File: src/verilog/ufc_regs.vh
// ufc_regs.vh: field positions, encodings, reset values and counts
// for the flow-control and baud-generator block.
// Assumes inclusion by ufc_core.v only; definitions, no logic.
`ifndef UFC_REGS_VH
`define UFC_REGS_VH
// Enhanced feature field positions
`define UFC_EFR_RXM_LO   0
`define UFC_EFR_TXM_LO   2
`define UFC_EFR_SPECIAL  5
// Interrupt enable bit positions
`define UFC_IER_RXD      0
`define UFC_IER_THR      1
`define UFC_IER_PAUSE    5
`define UFC_IER_RTS      6
`define UFC_IER_CTS      7
// Flow mode encodings (rx compare and tx insert)
`define UFC_FCM_OFF      2'h0
`define UFC_FCM_SECOND   2'h1
`define UFC_FCM_FIRST    2'h2
`define UFC_FCM_DOUBLE   2'h3
// Reset value of the flow character registers
`define UFC_CHAR_RST     8'h00
// Data-ready trigger, pause and resume fill levels
`define UFC_TRIG0        6'h08
`define UFC_TRIG1        6'h10
`define UFC_TRIG2        6'h18
`define UFC_TRIG3        6'h1c
`define UFC_PTHR0        6'h10
`define UFC_PTHR1        6'h18
`define UFC_PTHR2        6'h1c
`define UFC_PTHR3        6'h1c
`define UFC_RTHR0        6'h00
`define UFC_RTHR1        6'h07
`define UFC_RTHR2        6'h0f
`define UFC_RTHR3        6'h17
// Interrupt status codes, bit 0 high means nothing pending
`define UFC_ISR_NONE     6'h01
`define UFC_ISR_RXTO     6'h0c
`define UFC_ISR_RXD      6'h04
`define UFC_ISR_THR      6'h02
`define UFC_ISR_PAUSE    6'h10
`define UFC_ISR_MODEM    6'h20
// Time-out length and oversampling
`define UFC_TO_CHARS     4
`define UFC_CHAR_BITS    10
`define UFC_OS_PER_BIT   16
`define UFC_PRE_LAST     2'h3
`endif
File: src/verilog/ufc_core.v
// ufc_core.v: software flow control, receive FIFO, time-out,
// interrupt status and baud generator of the UART.
// Assumes a receiver and a transmit shifter on the same clock,
// control bits driven as plain ports by the host interface.
`timescale 1ns/100ps
`include "ufc_regs.vh"
module ufc_core #(
	parameter FIFO_DEPTH = 16,
	parameter FIFO_AW    = 4
) (
	input  wire       ref_clk_in,
	input  wire       rst_n_in,
	input  wire [7:0] rx_char_in,
	input  wire       rx_char_valid_in,
	output wire       rx_char_ready_out,
	input  wire       rx_stop_center_in,
	output wire [7:0] rhr_data_out,
	output wire       rhr_valid_out,
	input  wire       rhr_rd_in,
	input  wire [7:0] thr_data_in,
	input  wire       thr_wr_in,
	output wire       thr_ready_out,
	output wire [7:0] tx_char_out,
	output wire       tx_char_valid_out,
	input  wire       tx_char_ready_in,
	input  wire [5:0] enhanced_feature_reg_in,
	input  wire [7:0] interrupt_enable_reg_in,
	input  wire [1:0] word_length_in,
	input  wire [1:0] rx_trigger_sel_in,
	input  wire       prescale_sel_in,
	input  wire [7:0] divisor_low_byte_in,
	input  wire [7:0] divisor_high_byte_in,
	input  wire       char_wr_in,
	input  wire [1:0] char_sel_in,
	input  wire [7:0] char_data_in,
	input  wire       isr_rd_in,
	input  wire       rts_change_in,
	input  wire       cts_change_in,
	input  wire       modem_status_rd_in,
	output wire [5:0] interrupt_status_reg_out,
	output wire       irq_out,
	output wire       tx_paused_out,
	output wire       rx_timeout_out,
	output wire       oversample_clock_out,
	output wire [5:0] rx_count_out
);
	localparam [10:0] TO_LAST =
		`UFC_TO_CHARS * `UFC_CHAR_BITS * `UFC_OS_PER_BIT - 1;
	reg [7:0]  resume_char_first_r;  // Flow characters
	reg [7:0]  resume_char_second_r;
	reg [7:0]  pause_char_first_r;
	reg [7:0]  pause_char_second_r;
	reg [7:0]  wl_mask;              // Significant character bits
	wire [1:0] rx_mode;
	wire [1:0] tx_mode;
	wire       special;
	wire       m_pf, m_ps, m_rf, m_rs; // Incoming char matches
	wire       acc;                  // Receive char taken
	wire       fifo_wr_ready;
	wire [FIFO_AW:0] fifo_cnt;
	wire [5:0] cnt;                  // Fill incl. read stage
	reg        push_v;               // Write to receive FIFO
	reg [7:0]  push_d;
	reg        act_pause, act_resume, special_hit;
	reg        pend_v_r, pend_v_nxt;       // Held char (double)
	reg        pend_plain_r, pend_plain_nxt; // Held char is data
	reg        pend_pause_r, pend_pause_nxt; // Held first is pause
	reg [7:0]  pend_d_r, pend_d_nxt;
	reg        tx_paused_r;          // Transmit suspended
	reg        pause_flag_r;         // Pause or special seen
	reg [5:0]  trig, pthr, rthr;     // Levels from trigger select
	reg        sent_pause_r;         // Pause chars sent
	reg        fc_busy_r;            // Flow char sequence running
	reg        fc_pause_r;           // Sequence kind
	reg        fc_idx_r;             // 0 first char, 1 second
	wire [7:0] fc_char;
	wire       host_go, tx_fire, fc_fire, host_fire;
	reg        thr_full_r;           // Transmit holding occupied
	reg [7:0]  thr_r;
	reg        thr_int_r;            // Holding-empty interrupt
	reg        ier_thr_d_r;          // Previous TRANSMIT_HOLDING_REG enable
	reg        rts_flag_r, cts_flag_r;
	reg [10:0] to_cnt_r;             // Idle oversample ticks
	reg        to_r;                 // Time-out pending
	reg [5:0]  isr_nxt;
	reg [5:0]  isr_r;
	reg [1:0]  pre_cnt_r;            // Divide-by-4 prescaler
	reg [15:0] div_cnt_r;            // Baud divisor counter
	reg        os_tick_r;            // One tick per 16x period
	wire       pre_tick;
	wire [15:0] divisor;

	assign rx_mode = enhanced_feature_reg_in[`UFC_EFR_RXM_LO+1:
		`UFC_EFR_RXM_LO];
	assign tx_mode = enhanced_feature_reg_in[`UFC_EFR_TXM_LO+1:
		`UFC_EFR_TXM_LO];
	assign special = enhanced_feature_reg_in[`UFC_EFR_SPECIAL];

	// Flow character registers, host written at any time
	always @(posedge ref_clk_in or negedge rst_n_in)
	begin
		if (!rst_n_in)
		begin
			resume_char_first_r  <= `UFC_CHAR_RST;
			resume_char_second_r <= `UFC_CHAR_RST;
			pause_char_first_r   <= `UFC_CHAR_RST;
			pause_char_second_r  <= `UFC_CHAR_RST;
		end
		else if (char_wr_in)
		begin
			case (char_sel_in)
				2'h0: resume_char_first_r  <= char_data_in;
				2'h1: resume_char_second_r <= char_data_in;
				2'h2: pause_char_first_r   <= char_data_in;
				default: pause_char_second_r <= char_data_in;
			endcase
		end
	end

	// Only the programmed word length takes part in a match
	always @*
	begin
		case (word_length_in)
			2'h0: wl_mask = 8'h1f;
			2'h1: wl_mask = 8'h3f;
			2'h2: wl_mask = 8'h7f;
			default: wl_mask = 8'hff;
		endcase
	end
	assign m_pf = ((rx_char_in ^ pause_char_first_r) & wl_mask) == 8'h00;
	assign m_ps = ((rx_char_in ^ pause_char_second_r) & wl_mask) == 8'h00;
	assign m_rf = ((rx_char_in ^ resume_char_first_r) & wl_mask) == 8'h00;
	assign m_rs = ((rx_char_in ^ resume_char_second_r) & wl_mask) == 8'h00;

	// A data char held for one cycle stalls the receiver
	assign rx_char_ready_out = fifo_wr_ready & ~(pend_v_r & pend_plain_r);
	assign acc = rx_char_valid_in & rx_char_ready_out;

	// Receive classification: store, consume or hold
	always @*
	begin
		push_v = 1'b0;
		push_d = rx_char_in;
		act_pause = 1'b0;
		act_resume = 1'b0;
		special_hit = 1'b0;
		pend_v_nxt = pend_v_r;
		pend_plain_nxt = pend_plain_r;
		pend_pause_nxt = pend_pause_r;
		pend_d_nxt = pend_d_r;
		if (pend_v_r & (pend_plain_r | rx_mode != `UFC_FCM_DOUBLE))
		begin
			// Release a held char once the FIFO has room
			push_v = fifo_wr_ready;
			push_d = pend_d_r;
			pend_v_nxt = ~fifo_wr_ready;
		end
		else if (acc)
		begin
			case (rx_mode)
				`UFC_FCM_FIRST, `UFC_FCM_SECOND:
				begin
					// Single char compare, matches are dropped
					if (rx_mode == `UFC_FCM_FIRST ? m_pf : m_ps)
						act_pause = 1'b1;
					else if (rx_mode == `UFC_FCM_FIRST ? m_rf : m_rs)
						act_resume = 1'b1;
					else
						push_v = 1'b1;
				end
				`UFC_FCM_DOUBLE:
				begin
					if (pend_v_r & (pend_pause_r ? m_ps : m_rs))
					begin
						// Both halves seen, neither stored
						act_pause = pend_pause_r;
						act_resume = ~pend_pause_r;
						pend_v_nxt = 1'b0;
					end
					else if (pend_v_r)
					begin
						// Held first half was data after all
						push_v = 1'b1;
						push_d = pend_d_r;
						pend_d_nxt = rx_char_in;
						pend_plain_nxt = ~(m_pf | m_rf);
						pend_pause_nxt = m_pf;
					end
					else if (m_pf | m_rf)
					begin
						pend_v_nxt = 1'b1;
						pend_plain_nxt = 1'b0;
						pend_pause_nxt = m_pf;
						pend_d_nxt = rx_char_in;
					end
					else
						push_v = 1'b1;
				end
				default:
				begin
					// Special mode keeps the char and flags it
					push_v = 1'b1;
					special_hit = special & m_ps;
				end
			endcase
		end
	end

	// Held char and pause state
	always @(posedge ref_clk_in or negedge rst_n_in)
	begin
		if (!rst_n_in)
		begin
			pend_v_r <= 1'b0;
			pend_plain_r <= 1'b0;
			pend_pause_r <= 1'b0;
			pend_d_r <= 8'h00;
			tx_paused_r <= 1'b0;
			pause_flag_r <= 1'b0;
		end
		else
		begin
			pend_v_r <= pend_v_nxt;
			pend_plain_r <= pend_plain_nxt;
			pend_pause_r <= pend_pause_nxt;
			pend_d_r <= pend_d_nxt;
			if (act_pause)
				tx_paused_r <= 1'b1;
			else if (act_resume)
				tx_paused_r <= 1'b0;
			// Set wins over a clear in the same cycle
			if ((act_pause & interrupt_enable_reg_in[`UFC_IER_PAUSE])
				| special_hit)
				pause_flag_r <= 1'b1;
			else if (act_resume |
				(isr_rd_in & isr_r == `UFC_ISR_PAUSE))
				pause_flag_r <= 1'b0;
		end
	end

	// Receive FIFO towards the host
	ufc_fifo #(
		.WIDTH (8),
		.DEPTH (FIFO_DEPTH),
		.AW    (FIFO_AW)
	) u_rx_fifo (
		.clk_in       (ref_clk_in),
		.rst_n_in     (rst_n_in),
		.wr_valid_in  (push_v),
		.wr_data_in   (push_d),
		.wr_ready_out (fifo_wr_ready),
		.rd_valid_out (rhr_valid_out),
		.rd_data_out  (rhr_data_out),
		.rd_ready_in  (rhr_rd_in),
		.count_out    (fifo_cnt)
	);
	// Depth is limited to 32 by this zero extension
	assign cnt = {{(5-FIFO_AW){1'b0}}, fifo_cnt};
	assign rx_count_out = cnt;

	// Trigger select sets interrupt, pause and resume levels
	always @*
	begin
		case (rx_trigger_sel_in)
			2'h0: begin trig = `UFC_TRIG0; pthr = `UFC_PTHR0;
				rthr = `UFC_RTHR0; end
			2'h1: begin trig = `UFC_TRIG1; pthr = `UFC_PTHR1;
				rthr = `UFC_RTHR1; end
			2'h2: begin trig = `UFC_TRIG2; pthr = `UFC_PTHR2;
				rthr = `UFC_RTHR2; end
			default: begin trig = `UFC_TRIG3; pthr = `UFC_PTHR3;
				rthr = `UFC_RTHR3; end
		endcase
	end

	// Outgoing flow chars beat host data at each handoff
	assign fc_char = fc_idx_r ?
		(fc_pause_r ? pause_char_second_r : resume_char_second_r) :
		(fc_pause_r ? pause_char_first_r : resume_char_first_r);
	assign host_go = thr_full_r & ~tx_paused_r;
	assign tx_char_valid_out = fc_busy_r | host_go;
	assign tx_char_out = fc_busy_r ? fc_char : thr_r;
	assign tx_fire = tx_char_valid_out & tx_char_ready_in;
	assign fc_fire = tx_fire & fc_busy_r;
	assign host_fire = tx_fire & ~fc_busy_r;
	assign thr_ready_out = ~thr_full_r;
	assign tx_paused_out = tx_paused_r;

	// Automatic pause and resume sequences
	always @(posedge ref_clk_in or negedge rst_n_in)
	begin
		if (!rst_n_in)
		begin
			sent_pause_r <= 1'b0;
			fc_busy_r <= 1'b0;
			fc_pause_r <= 1'b0;
			fc_idx_r <= 1'b0;
		end
		else if (tx_mode == `UFC_FCM_OFF)
		begin
			// Sequence in flight still completes whole chars
			sent_pause_r <= 1'b0;
			if (fc_fire)
				fc_busy_r <= 1'b0;
		end
		else if (fc_busy_r)
		begin
			if (fc_fire & tx_mode == `UFC_FCM_DOUBLE & ~fc_idx_r)
				fc_idx_r <= 1'b1;
			else if (fc_fire)
			begin
				fc_busy_r <= 1'b0;
				sent_pause_r <= fc_pause_r;
			end
		end
		else if ((~sent_pause_r & cnt >= pthr) |
			(sent_pause_r & cnt <= rthr))
		begin
			fc_busy_r <= 1'b1;
			fc_pause_r <= ~sent_pause_r;
			fc_idx_r <= (tx_mode == `UFC_FCM_SECOND);
		end
	end

	// Transmit holding register and its empty interrupt
	always @(posedge ref_clk_in or negedge rst_n_in)
	begin
		if (!rst_n_in)
		begin
			thr_full_r <= 1'b0;
			thr_r <= 8'h00;
			thr_int_r <= 1'b0;
			ier_thr_d_r <= 1'b0;
		end
		else
		begin
			ier_thr_d_r <= interrupt_enable_reg_in[`UFC_IER_THR];
			if (thr_wr_in & ~thr_full_r)
			begin
				thr_full_r <= 1'b1;
				thr_r <= thr_data_in;
			end
			else if (host_fire)
				thr_full_r <= 1'b0;
			// Enable edge with empty holding register raises it
			if (interrupt_enable_reg_in[`UFC_IER_THR] &
				((~ier_thr_d_r & ~thr_full_r) | host_fire))
				thr_int_r <= 1'b1;
			else if (thr_wr_in |
				(isr_rd_in & isr_r == `UFC_ISR_THR))
				thr_int_r <= 1'b0;
		end
	end

	// Modem change flags, each behind its own enable
	always @(posedge ref_clk_in or negedge rst_n_in)
	begin
		if (!rst_n_in)
		begin
			rts_flag_r <= 1'b0;
			cts_flag_r <= 1'b0;
		end
		else
		begin
			if (rts_change_in & interrupt_enable_reg_in[`UFC_IER_RTS])
				rts_flag_r <= 1'b1;
			else if (modem_status_rd_in)
				rts_flag_r <= 1'b0;
			if (cts_change_in & interrupt_enable_reg_in[`UFC_IER_CTS])
				cts_flag_r <= 1'b1;
			else if (modem_status_rd_in)
				cts_flag_r <= 1'b0;
		end
	end

	// Receive time-out counts oversample ticks while data waits
	always @(posedge ref_clk_in or negedge rst_n_in)
	begin
		if (!rst_n_in)
		begin
			to_cnt_r <= 11'h000;
			to_r <= 1'b0;
		end
		else if (rx_stop_center_in | rhr_rd_in | cnt == 6'h00)
		begin
			to_cnt_r <= 11'h000;
			to_r <= 1'b0;
		end
		else if (os_tick_r & ~to_r)
		begin
			to_cnt_r <= to_cnt_r + 11'h001;
			if (to_cnt_r == TO_LAST)
				to_r <= 1'b1;
		end
	end
	assign rx_timeout_out = to_r;

	// Highest pending source only; modem changes come last
	always @*
	begin
		if (to_r & interrupt_enable_reg_in[`UFC_IER_RXD])
			isr_nxt = `UFC_ISR_RXTO;
		else if (cnt >= trig & interrupt_enable_reg_in[`UFC_IER_RXD])
			isr_nxt = `UFC_ISR_RXD;
		else if (thr_int_r)
			isr_nxt = `UFC_ISR_THR;
		else if (pause_flag_r & interrupt_enable_reg_in[`UFC_IER_PAUSE])
			isr_nxt = `UFC_ISR_PAUSE;
		else if (rts_flag_r | cts_flag_r)
			isr_nxt = `UFC_ISR_MODEM;
		else
			isr_nxt = `UFC_ISR_NONE;
	end
	always @(posedge ref_clk_in or negedge rst_n_in)
	begin
		if (!rst_n_in)
			isr_r <= `UFC_ISR_NONE;
		else
			isr_r <= isr_nxt;
	end
	assign interrupt_status_reg_out = isr_r;
	assign irq_out = ~isr_r[0];

	// Baud generator: optional divide by 4, then the divisor
	assign divisor = {divisor_high_byte_in, divisor_low_byte_in};
	assign pre_tick = ~prescale_sel_in | pre_cnt_r == `UFC_PRE_LAST;
	always @(posedge ref_clk_in or negedge rst_n_in)
	begin
		if (!rst_n_in)
		begin
			pre_cnt_r <= 2'h0;
			div_cnt_r <= 16'h0000;
			os_tick_r <= 1'b0;
		end
		else
		begin
			pre_cnt_r <= prescale_sel_in ? pre_cnt_r + 2'h1 : 2'h0;
			if (pre_tick & div_cnt_r <= 16'h0001)
			begin
				// Divisor zero is outside range and stops ticks
				div_cnt_r <= divisor;
				os_tick_r <= divisor != 16'h0000;
			end
			else
			begin
				if (pre_tick)
					div_cnt_r <= div_cnt_r - 16'h0001;
				os_tick_r <= 1'b0;
			end
		end
	end
	assign oversample_clock_out = os_tick_r;
endmodule

File: src/verilog/ufc_fifo.v
// ufc_fifo.v: receive FIFO, memory plus registered read stage.
// Assumes one clock; DEPTH a power of two equal to 2**AW.
`timescale 1ns/100ps
module ufc_fifo #(
	parameter WIDTH = 8,
	parameter DEPTH = 16,
	parameter AW    = 4
) (
	input  wire             clk_in,
	input  wire             rst_n_in,
	input  wire             wr_valid_in,
	input  wire [WIDTH-1:0] wr_data_in,
	output wire             wr_ready_out,
	output wire             rd_valid_out,
	output wire [WIDTH-1:0] rd_data_out,
	input  wire             rd_ready_in,
	output wire [AW:0]      count_out
);
	localparam [AW:0] FULL = DEPTH;
	reg [WIDTH-1:0] mem [0:DEPTH-1]; // Storage, no reset needed
	reg [AW-1:0]    wp_r;            // Write pointer
	reg [AW-1:0]    rp_r;            // Read pointer
	reg [AW:0]      used_r;          // Words held in memory
	reg             out_v_r;         // Read stage holds a word
	reg [WIDTH-1:0] out_d_r;         // Read stage data
	wire            wr_fire;
	wire            load;
	assign wr_fire      = wr_valid_in & wr_ready_out;
	// Refill the read stage when empty or being drained
	assign load         = (used_r != {(AW+1){1'b0}}) &
		(~out_v_r | rd_ready_in);
	assign wr_ready_out = (used_r != FULL);
	assign rd_valid_out = out_v_r;
	assign rd_data_out  = out_d_r;
	// Read stage counts too, so count may reach DEPTH+1
	assign count_out    = used_r + {{AW{1'b0}}, out_v_r};
	// Memory write port
	always @(posedge clk_in)
	begin
		if (wr_fire)
			mem[wp_r] <= wr_data_in;
	end
	// Pointers, occupancy and read stage
	always @(posedge clk_in or negedge rst_n_in)
	begin
		if (!rst_n_in)
		begin
			wp_r    <= {AW{1'b0}};
			rp_r    <= {AW{1'b0}};
			used_r  <= {(AW+1){1'b0}};
			out_v_r <= 1'b0;
			out_d_r <= {WIDTH{1'b0}};
		end
		else
		begin
			if (wr_fire)
				wp_r <= wp_r + 1'b1;
			if (load)
			begin
				rp_r    <= rp_r + 1'b1;
				out_d_r <= mem[rp_r];
				out_v_r <= 1'b1;
			end
			else if (rd_ready_in)
				out_v_r <= 1'b0;
			used_r <= used_r + {{AW{1'b0}}, wr_fire} -
				{{AW{1'b0}}, load};
		end
	end
endmodule

File: config.mk
export PLATFORM = sky130hd
export DESIGN_NAME = ufc_core
export DESIGN_NICKNAME = d
export VERILOG_FILES = /design/src/verilog/ufc_core.v /design/src/verilog/ufc_fifo.v
export VERILOG_INCLUDE_DIRS = /design/src /design/src/verilog
export SDC_FILE = /design/constraint.sdc
export NUM_CORES = 1
export LEC_CHECK = 0
export ABC_AREA = 1
export ABC_CLOCK_PERIOD_IN_PS = 4260
export BUFFER_PORTS_ARGS = -buffer_cell sky130_fd_sc_hd__buf_2
export CAP_MARGIN = 20
export CORE_ASPECT_RATIO = 1.4
export CORE_UTILIZATION = 30
export DETAILED_ROUTE_END_ITERATION = 12
export SLEW_MARGIN = 20
export SYNTH_ARGS = -nofsm -noshare
export SYNTH_HDL_FRONTEND = slang
export SYNTH_HIERARCHICAL = 1
export SYNTH_SLANG_ARGS = --single-unit
File: constraint.sdc
create_clock -name ref_clk_in -period 4.26 [get_ports ref_clk_in]
set_input_delay 0.213 -clock ref_clk_in [delete_from_list [all_inputs] [get_ports ref_clk_in]]
set_output_delay 0.213 -clock ref_clk_in [all_outputs]
set_load 0.005 [all_outputs]
==> impl_metrics.ini, run 1 <==
[sta]
slew_headroom = 0.404
hold_viol = 0
rsz0062_at_grt = no
finalSetupTns_ps = 0
fin_crit_sh = 0.807
tightest_slew_ps = 893
finalSetupViolations = 0
fin_worst_skew_ps = 33.2
post-route-min-period_ps = 3440
slew_violations = 0
fmax_ghz = 0.291

[floorplanning]
core_mm2 = 0.0415
die_y_um = 245
placementRows = 88
die-area_mm2 = 0.0432
io_pins = 109
die_w_um = 176
initial_utilization = 0.306

[power]
leakagePower_nw = 6.93
ir_drop_mv = 0.350
power_mw = 9.02
p_per_area_mw_per_mm2 = 602

[layout]
area_growth_pct = 17.9
drive_gt1_frac = 0.130
postLayoutCellArea_mm2 = 0.0150
nFillCells = 4184
nNetsFinal = 1679
area.sequential_mm2 = 0.00687
antenna_cells = 0
multiInputGateArea_mm2 = 0.00469
final_cells = 2132

[synthesis]
synth.net_count = 1546
synth-async-reset-ratio = 0.486
synthFlopType = edfxtp_1
synth_area_per_cell_um2 = 8.83
seq_area_frac_synth = 0.541
syn_inst = 1439
synth_cell_types = 55
synth-seq-cells = 249
netlist_area_mm2 = 0.0127
synth_edf_count = 128
yosys_warnings = 6

[routing]
drcViolationCount = 0
viasPerCell = 4.65
drt_iter0_markers = 565
dr.pass1.iters = 7
routed_wl_um = 31200
via_count = 9920
wl_per_cell_um = 14.7
drtAntennaViolNets = 0

[worst_setup_path]
end_kind = flop
crit_required_ps = 4690
crit_arrival_ps = 3870
crit_fanout = 5
path_class = reg -> reg
r2r.worst_path.cells = 19
r2r_slack_ps = 820
r2r_start = u_rx_fifo/used_r[2]$_DFF_PN0_
start_kind = flop
reg2reg_to = u_rx_fifo/used_r[4]$_DFF_PN0_

[global_route]
grt_max_degree = 67
grt_pass1_vias = 9949
grt_pass1_wl_um = 50500
grtUsageTotal = 0.147
antenna_found_initial = 0
overflow = 0

[place]
dp.cells = 2034
placed_cell_area_mm2 = 0.0136
post-dp-hpwl_um = 21900
place_congestion = 0.841
port_buffers = 103

[cts]
clk_latency_ps = 560
cts.sinks = 249
clk_pin_slew_worst_paths_ps = 60
cts_root_buf = clkbuf_16
cts_tree = yes
ctsResizeCount = 0
ctsLongestPathBuffers = 3
cts-buffers-inserted = 26
cts.htree.levels = 1

[hold_path]
worstHoldStart = char_data_in[4]
holdPathStages = 3
hold_class = in -> reg
hold_path_end = pause_char_second_r[4]$_DFFE_PN0P_

[outcome]
status = complete, no violations

[job]
max_cap_violations = 0
report_power, final:
group	internal (mW)	switching (mW)	total [mW]
registers	3.07	0.420	3.49
clock network	1.38	0.938	2.31
logic	1.15	2.08	3.22
cell usage in the layout, fill, tap and decap left out, types with 3 or more instances in the layout:
cell type	instances
nand2_1	387
inv_1	194
nand3_1	148
edfxtp_1	128
dfrtp_1	119
buf_2	102
nor2_1	93
o21ai_0	82
dlygate4sd3_1	50
ha_1	33
a21oi_1	26
clkbuf_16	26
xnor2_1	20
xor2_1	18
inv_2	15
nand4_1	13
o21ai_1	11
nor4_1	10
nor2_2	9
a31oi_1	9
o211ai_1	9
mux2_2	8
buf_4	7
nor3_1	6
nand3_2	5
clkbuf_1	5
nand2_2	4
a21oi_2	4
clkinv_2	4
clkbuf_8	4
nand2_4	3
bufinv_16	3
clkinv_1	3
kinds of logic after synthesis:
logic type / Yosys count / synth area share
fa+ha+maj: 34 / 0.0341
compound gates: 157 / 0.0693
other cells: 1 / 0.000295
flops: 249 / 0.541
simple gates: 687 / 0.233
mux: 8 / 0.00709
xor+xnor: 38 / 0.0262
buf+inv: 265 / 0.0895
metal layers:
metal / global-route usage / wire, um
met1: 0.160 / 12500
met2: 0.279 / 16400
met3: 0.0179 / 1190
met4: 0.0685 / 1190
met5: 0 / 0
how the worst max path moves through the flow:
| stage | end | cells past startpoint | from |
|---|---|---|---|
| detailed placement | u_rx_fifo/used_r[4]$_DFF_PN0_ | 19 | u_rx_fifo/used_r[2]$_DFF_PN0_ |
| finish | u_rx_fifo/used_r[4]$_DFF_PN0_ | 19 | u_rx_fifo/used_r[2]$_DFF_PN0_ |
| CTS | u_rx_fifo/used_r[4]$_DFF_PN0_ | 19 | u_rx_fifo/used_r[2]$_DFF_PN0_ |
| global placement | u_rx_fifo/used_r[4]$_DFF_PN0_ | 19 | u_rx_fifo/used_r[3]$_DFF_PN0_ |
| global route | u_rx_fifo/used_r[4]$_DFF_PN0_ | 19 | u_rx_fifo/used_r[2]$_DFF_PN0_ |
| floorplan | u_rx_fifo/used_r[4]$_DFF_PN0_ | 19 | u_rx_fifo/used_r[2]$_DFF_PN0_ |
flip-flops by register name (all words and copies together), names as in the netlist, 2 cells and up:
| register | count |
|---|---|
| div_cnt_r | 16 |
| interrupt_status_reg_out | 6 |
| pause_char_first_r | 8 |
| pause_char_second_r | 8 |
| pend_d_r | 8 |
| pre_cnt_r | 2 |
| resume_char_first_r | 8 |
| resume_char_second_r | 8 |
| thr_r | 8 |
| to_cnt_r | 11 |
| u_rx_fifo/mem | 128 |
| u_rx_fifo/rd_data_out | 8 |
| u_rx_fifo/rp_r | 4 |
| u_rx_fifo/used_r | 5 |
| u_rx_fifo/wp_r | 4 |
cells in the mapped netlist (3+ instances only):
library cell | n | share of area
nand2_1 | 387 | 0.11
inv_1 | 194 | 0.057
nand3_1 | 148 | 0.058
edfxtp_1 | 128 | 0.30
dfrtp_1 | 120 | 0.24
nor2_1 | 93 | 0.027
o21ai_0 | 82 | 0.032
ha_1 | 33 | 0.032
a21oi_1 | 26 | 0.010
buf_2 | 22 | 0.0087
xnor2_1 | 20 | 0.014
xor2_1 | 18 | 0.012
inv_2 | 16 | 0.0047
clkbuf_1 | 13 | 0.0038
nand4_1 | 13 | 0.0064
buf_6 | 11 | 0.0097
o21ai_1 | 11 | 0.0043
nor4_1 | 10 | 0.0049
a31oi_1 | 9 | 0.0044
nor2_2 | 9 | 0.0044
o211ai_1 | 9 | 0.0053
mux2_2 | 8 | 0.0071
nor3_1 | 6 | 0.0024
nand3_2 | 5 | 0.0039
a21oi_2 | 4 | 0.0028
buf_4 | 4 | 0.0024
nand2_2 | 4 | 0.0020
buf_1 | 3 | 0.00089
nand2_4 | 3 | 0.0027
stage by stage:
stage	hold WS, ps	setup WS, ps	utilization
final	16.2	821	0.361
after detailed placement	269	815	0.328
after global placement	272	801	0.328
after global routing	25.7	493	0.361
after floorplan	-82.6	1120	-
after CTS	2.77	798	0.361
worst max-delay path, stage by stage, from the launching register on:
cell,delay (ps)
dfrtp_1,420
inv_1,90
ha_1,210
nand4_1,160
and2_4,190
nand2_4,60
nor2_2,140
nor2_1,90
nor3_1,180
a21oi_1,70
a21oi_1,130
nand2_1,150
ha_1,320
inv_1,60
ha_1,160
inv_1,60
fa_1,420
o21ai_0,180
a21oi_1,100
xor2_1,140
cell type report:
type	count	share of cell area
sequential	249	0.459
multi-input combinational	925	0.313
timing repair buffer	159	0.0710
inverter	211	0.0531
clock buffer	35	0.0484
tap	540	0.0451
clock inverter	13	0.0103
repair_timing:
item	CTS	global route
hold buffers	50	0
hold endpoints to repair	104	0
endpoints found under the setup margin	0	0
buffers inserted	0	0
Note: power is estimated with default switching activity, not from simulation.
==> run 2: changes to the inputs <==
- ABC_CLOCK_PERIOD_IN_PS: 4260 -> 2850
- clock period: 4.26 -> 2.85 ns (I/O delays scaled with it)
==> run 2 against run 1 <==
  * The flow now finishes with violations (negative setup slack)
  * Critical path depth unchanged
  * First-iteration DRC count decreased by 2.1%
  * Die area unchanged
  * Register-to-register slack got worse by 850 ps
  * Via count increased by 2.0%
  * Clock skew decreased by 9.6 ps
  * Maximum frequency increased by 20%
  * Sequential power increased by 46%
  * Largest cell class unchanged
==> impl_metrics.ini, run 2 (synthesis results as in run 1) <==
[global_route]
met2_usage = 0.286
met1_usage = 0.168
overflow = 0
antenna_found_initial = 0
grt_pass1_vias = 10100
grt_util_met3 = 0.0199
grt.busiest_layer = met2
grtUsageTotal = 0.151
grt_max_degree = 67
grt_pass1_wl_um = 51800

[worst_setup_path]
crit_arrival_ps = 3300
crit_required_ps = 3280
path_class = reg -> reg
crit_fanout = 3
start_kind = flop
end_kind = flop

[floorplanning]
die-area_mm2 = 0.0432
io_pins = 109
die_w_um = 176
initial_utilization = 0.306
core_mm2 = 0.0415
placementRows = 88
die_y_um = 245

[layout]
antenna_cells = 0
multiInputGateArea_mm2 = 0.00475
final_common_cell = nand2_1
area_growth_pct = 22.8
reg.largest.list = u_rx_fifo/mem x128, div_cnt_r x16, to_cnt_r x11
drive_gt1_frac = 0.171
area.sequential_mm2 = 0.00687
final_util = 0.376
final_cells = 2198
nNetsFinal = 1745
largest_reg_flops = 128
nFillCells = 4136
regMostFlops = u_rx_fifo/mem
postLayoutCellArea_mm2 = 0.0156
mostFrequentLayoutCells = nand2_1, inv_1, nand3_1, edfxtp_1, dfrtp_1

[place]
post-dp-hpwl_um = 22300
place_congestion = 0.836
port_buffers = 103
post-place-ws_ps = -55.8
placed_cell_area_mm2 = 0.0141
dp.cells = 2091

[cts]
cts-buffers-inserted = 26
cts_tree = yes
cts.sinks = 249
clk_pin_slew_worst_paths_ps = 70
cts.htree.levels = 1
cts_root_buf = clkbuf_16
clk_latency_ps = 550
ctsLongestPathBuffers = 3

[routing]
routed_wl_um = 32000
dr.pass1.iters = 5
wl_per_cell_um = 14.6
drtAntennaViolNets = 0
drt_iter0_markers = 553
via_count = 10100
viasPerCell = 4.60
drcViolationCount = 0

[sta]
slew_violations = 0
post-route-min-period_ps = 2880
fin_crit_sh = 1.01
hold_viol = 0
finalSetupViolations = 1
rsz0062_at_grt = yes
tightest_slew_ps = 774
fmax_ghz = 0.348
fin_hold_ws_ps = 86.0
finalSetupTns_ps = -26.7
fin_worst_skew_ps = 23.6
slew_headroom = 0.484
finalWorstSetupSlack_ps = -26.7

[power]
p_seq_frac = 0.363
comb_power_share = 0.378
ir_drop_mv = 0.573
leakagePower_nw = 7.29
clkPwrFrac = 0.259
p_int_mw = 8.74
p_per_area_mw_per_mm2 = 899
switching_share = 0.377
switching_power_mw = 5.28
power_mw = 14.0

[outcome]
status = complete, but fails checks
violations = negative setup slack

[job]
max_cap_violations = 0

[hold_path]
hold_class = in -> async
==> run 2: what timing repair did <==
item	4_1_cts	5_1_grt
pin swaps	2	6
setup buffers	1	1
hold buffers	57	0
endpoints found under the hold margin	177	0
resized for setup	4	9
setup endpoints to repair	1	29
==> run 2: metal layers <==
| metal | share of wire | vias to the layer above | routed length [um] |
|---|---|---|---|
| met5 | 0 | - | 0 |
| met2 | 0.53 | 235 | 16900 |
| met3 | 0.039 | 63 | 1260 |
| met1 | 0.40 | 4750 | 12700 |
| met4 | 0.035 | 0 | 1110 |
| li1 | - | 5071 | - |
==> run 2: final cells by class <==
class / instances / area share
Tap cell: 540 / 0.0433
Multi-Input combinational cell: 925 / 0.304
Sequential cell: 249 / 0.441
Inverter: 211 / 0.0508
Clock buffer: 30 / 0.0433
Clock inverter: 18 / 0.0157
Timing Repair Buffer: 225 / 0.102
==> run 2: path summary, 6_finish.rpt <==
| path | cells after the start | to | from | slack, ps |
|---|---|---|---|---|
| worst min register to register | 1 | pre_cnt_r[0]$_DFF_PN0_ | pre_cnt_r[0]$_DFF_PN0_ | 430 |
| max in group asynchronous | 3 | u_rx_fifo/rp_r[0]$_DFFE_PN0P_ | rst_n_in | 1950 |
| worst max-delay path | 19 | u_rx_fifo/used_r[4]$_DFF_PN0_ | resume_char_first_r[5]$_DFFE_PN0P_ | -30 |
| min in group ref_clk_in | 5 | thr_int_r$_DFFE_PN0P_ | isr_rd_in | 110 |
| worst max register to register | 19 | u_rx_fifo/used_r[4]$_DFF_PN0_ | resume_char_first_r[5]$_DFFE_PN0P_ | -30 |
| worst min-delay path | 2 | resume_char_first_r[6]$_DFFE_PN0P_ | rst_n_in | 90 |
==> run 2: power groups by stage <==
stage	sequential (mW)	combinational (mW)	clock (mW)
3_3_place_gp	5.13	5.11	0
5_1_grt	5.17	6.01	3.85
3_5_place_dp	5.15	5.20	0
4_1_cts	5.09	5.32	3.72
2_1_floorplan	4.99	3.61	0
6_report	5.09	5.30	3.63
==> run 2: critical path, cell delays in order (launching register included) <==
cell and delay, ps:
dfrtp_1 400, nand2_1 70, nand2_1 40, o21ai_0 150, nor2_1 70, buf_4 150, nand3_1 70, nand2_1 70
o21bai_1 130, nand2_1 80, a21oi_1 150, nand2_1 80, ha_1 270, inv_1 70, ha_2 160, inv_1 50
fa_2 350, o21ai_2 190, a21oi_2 90, xor2_1 140
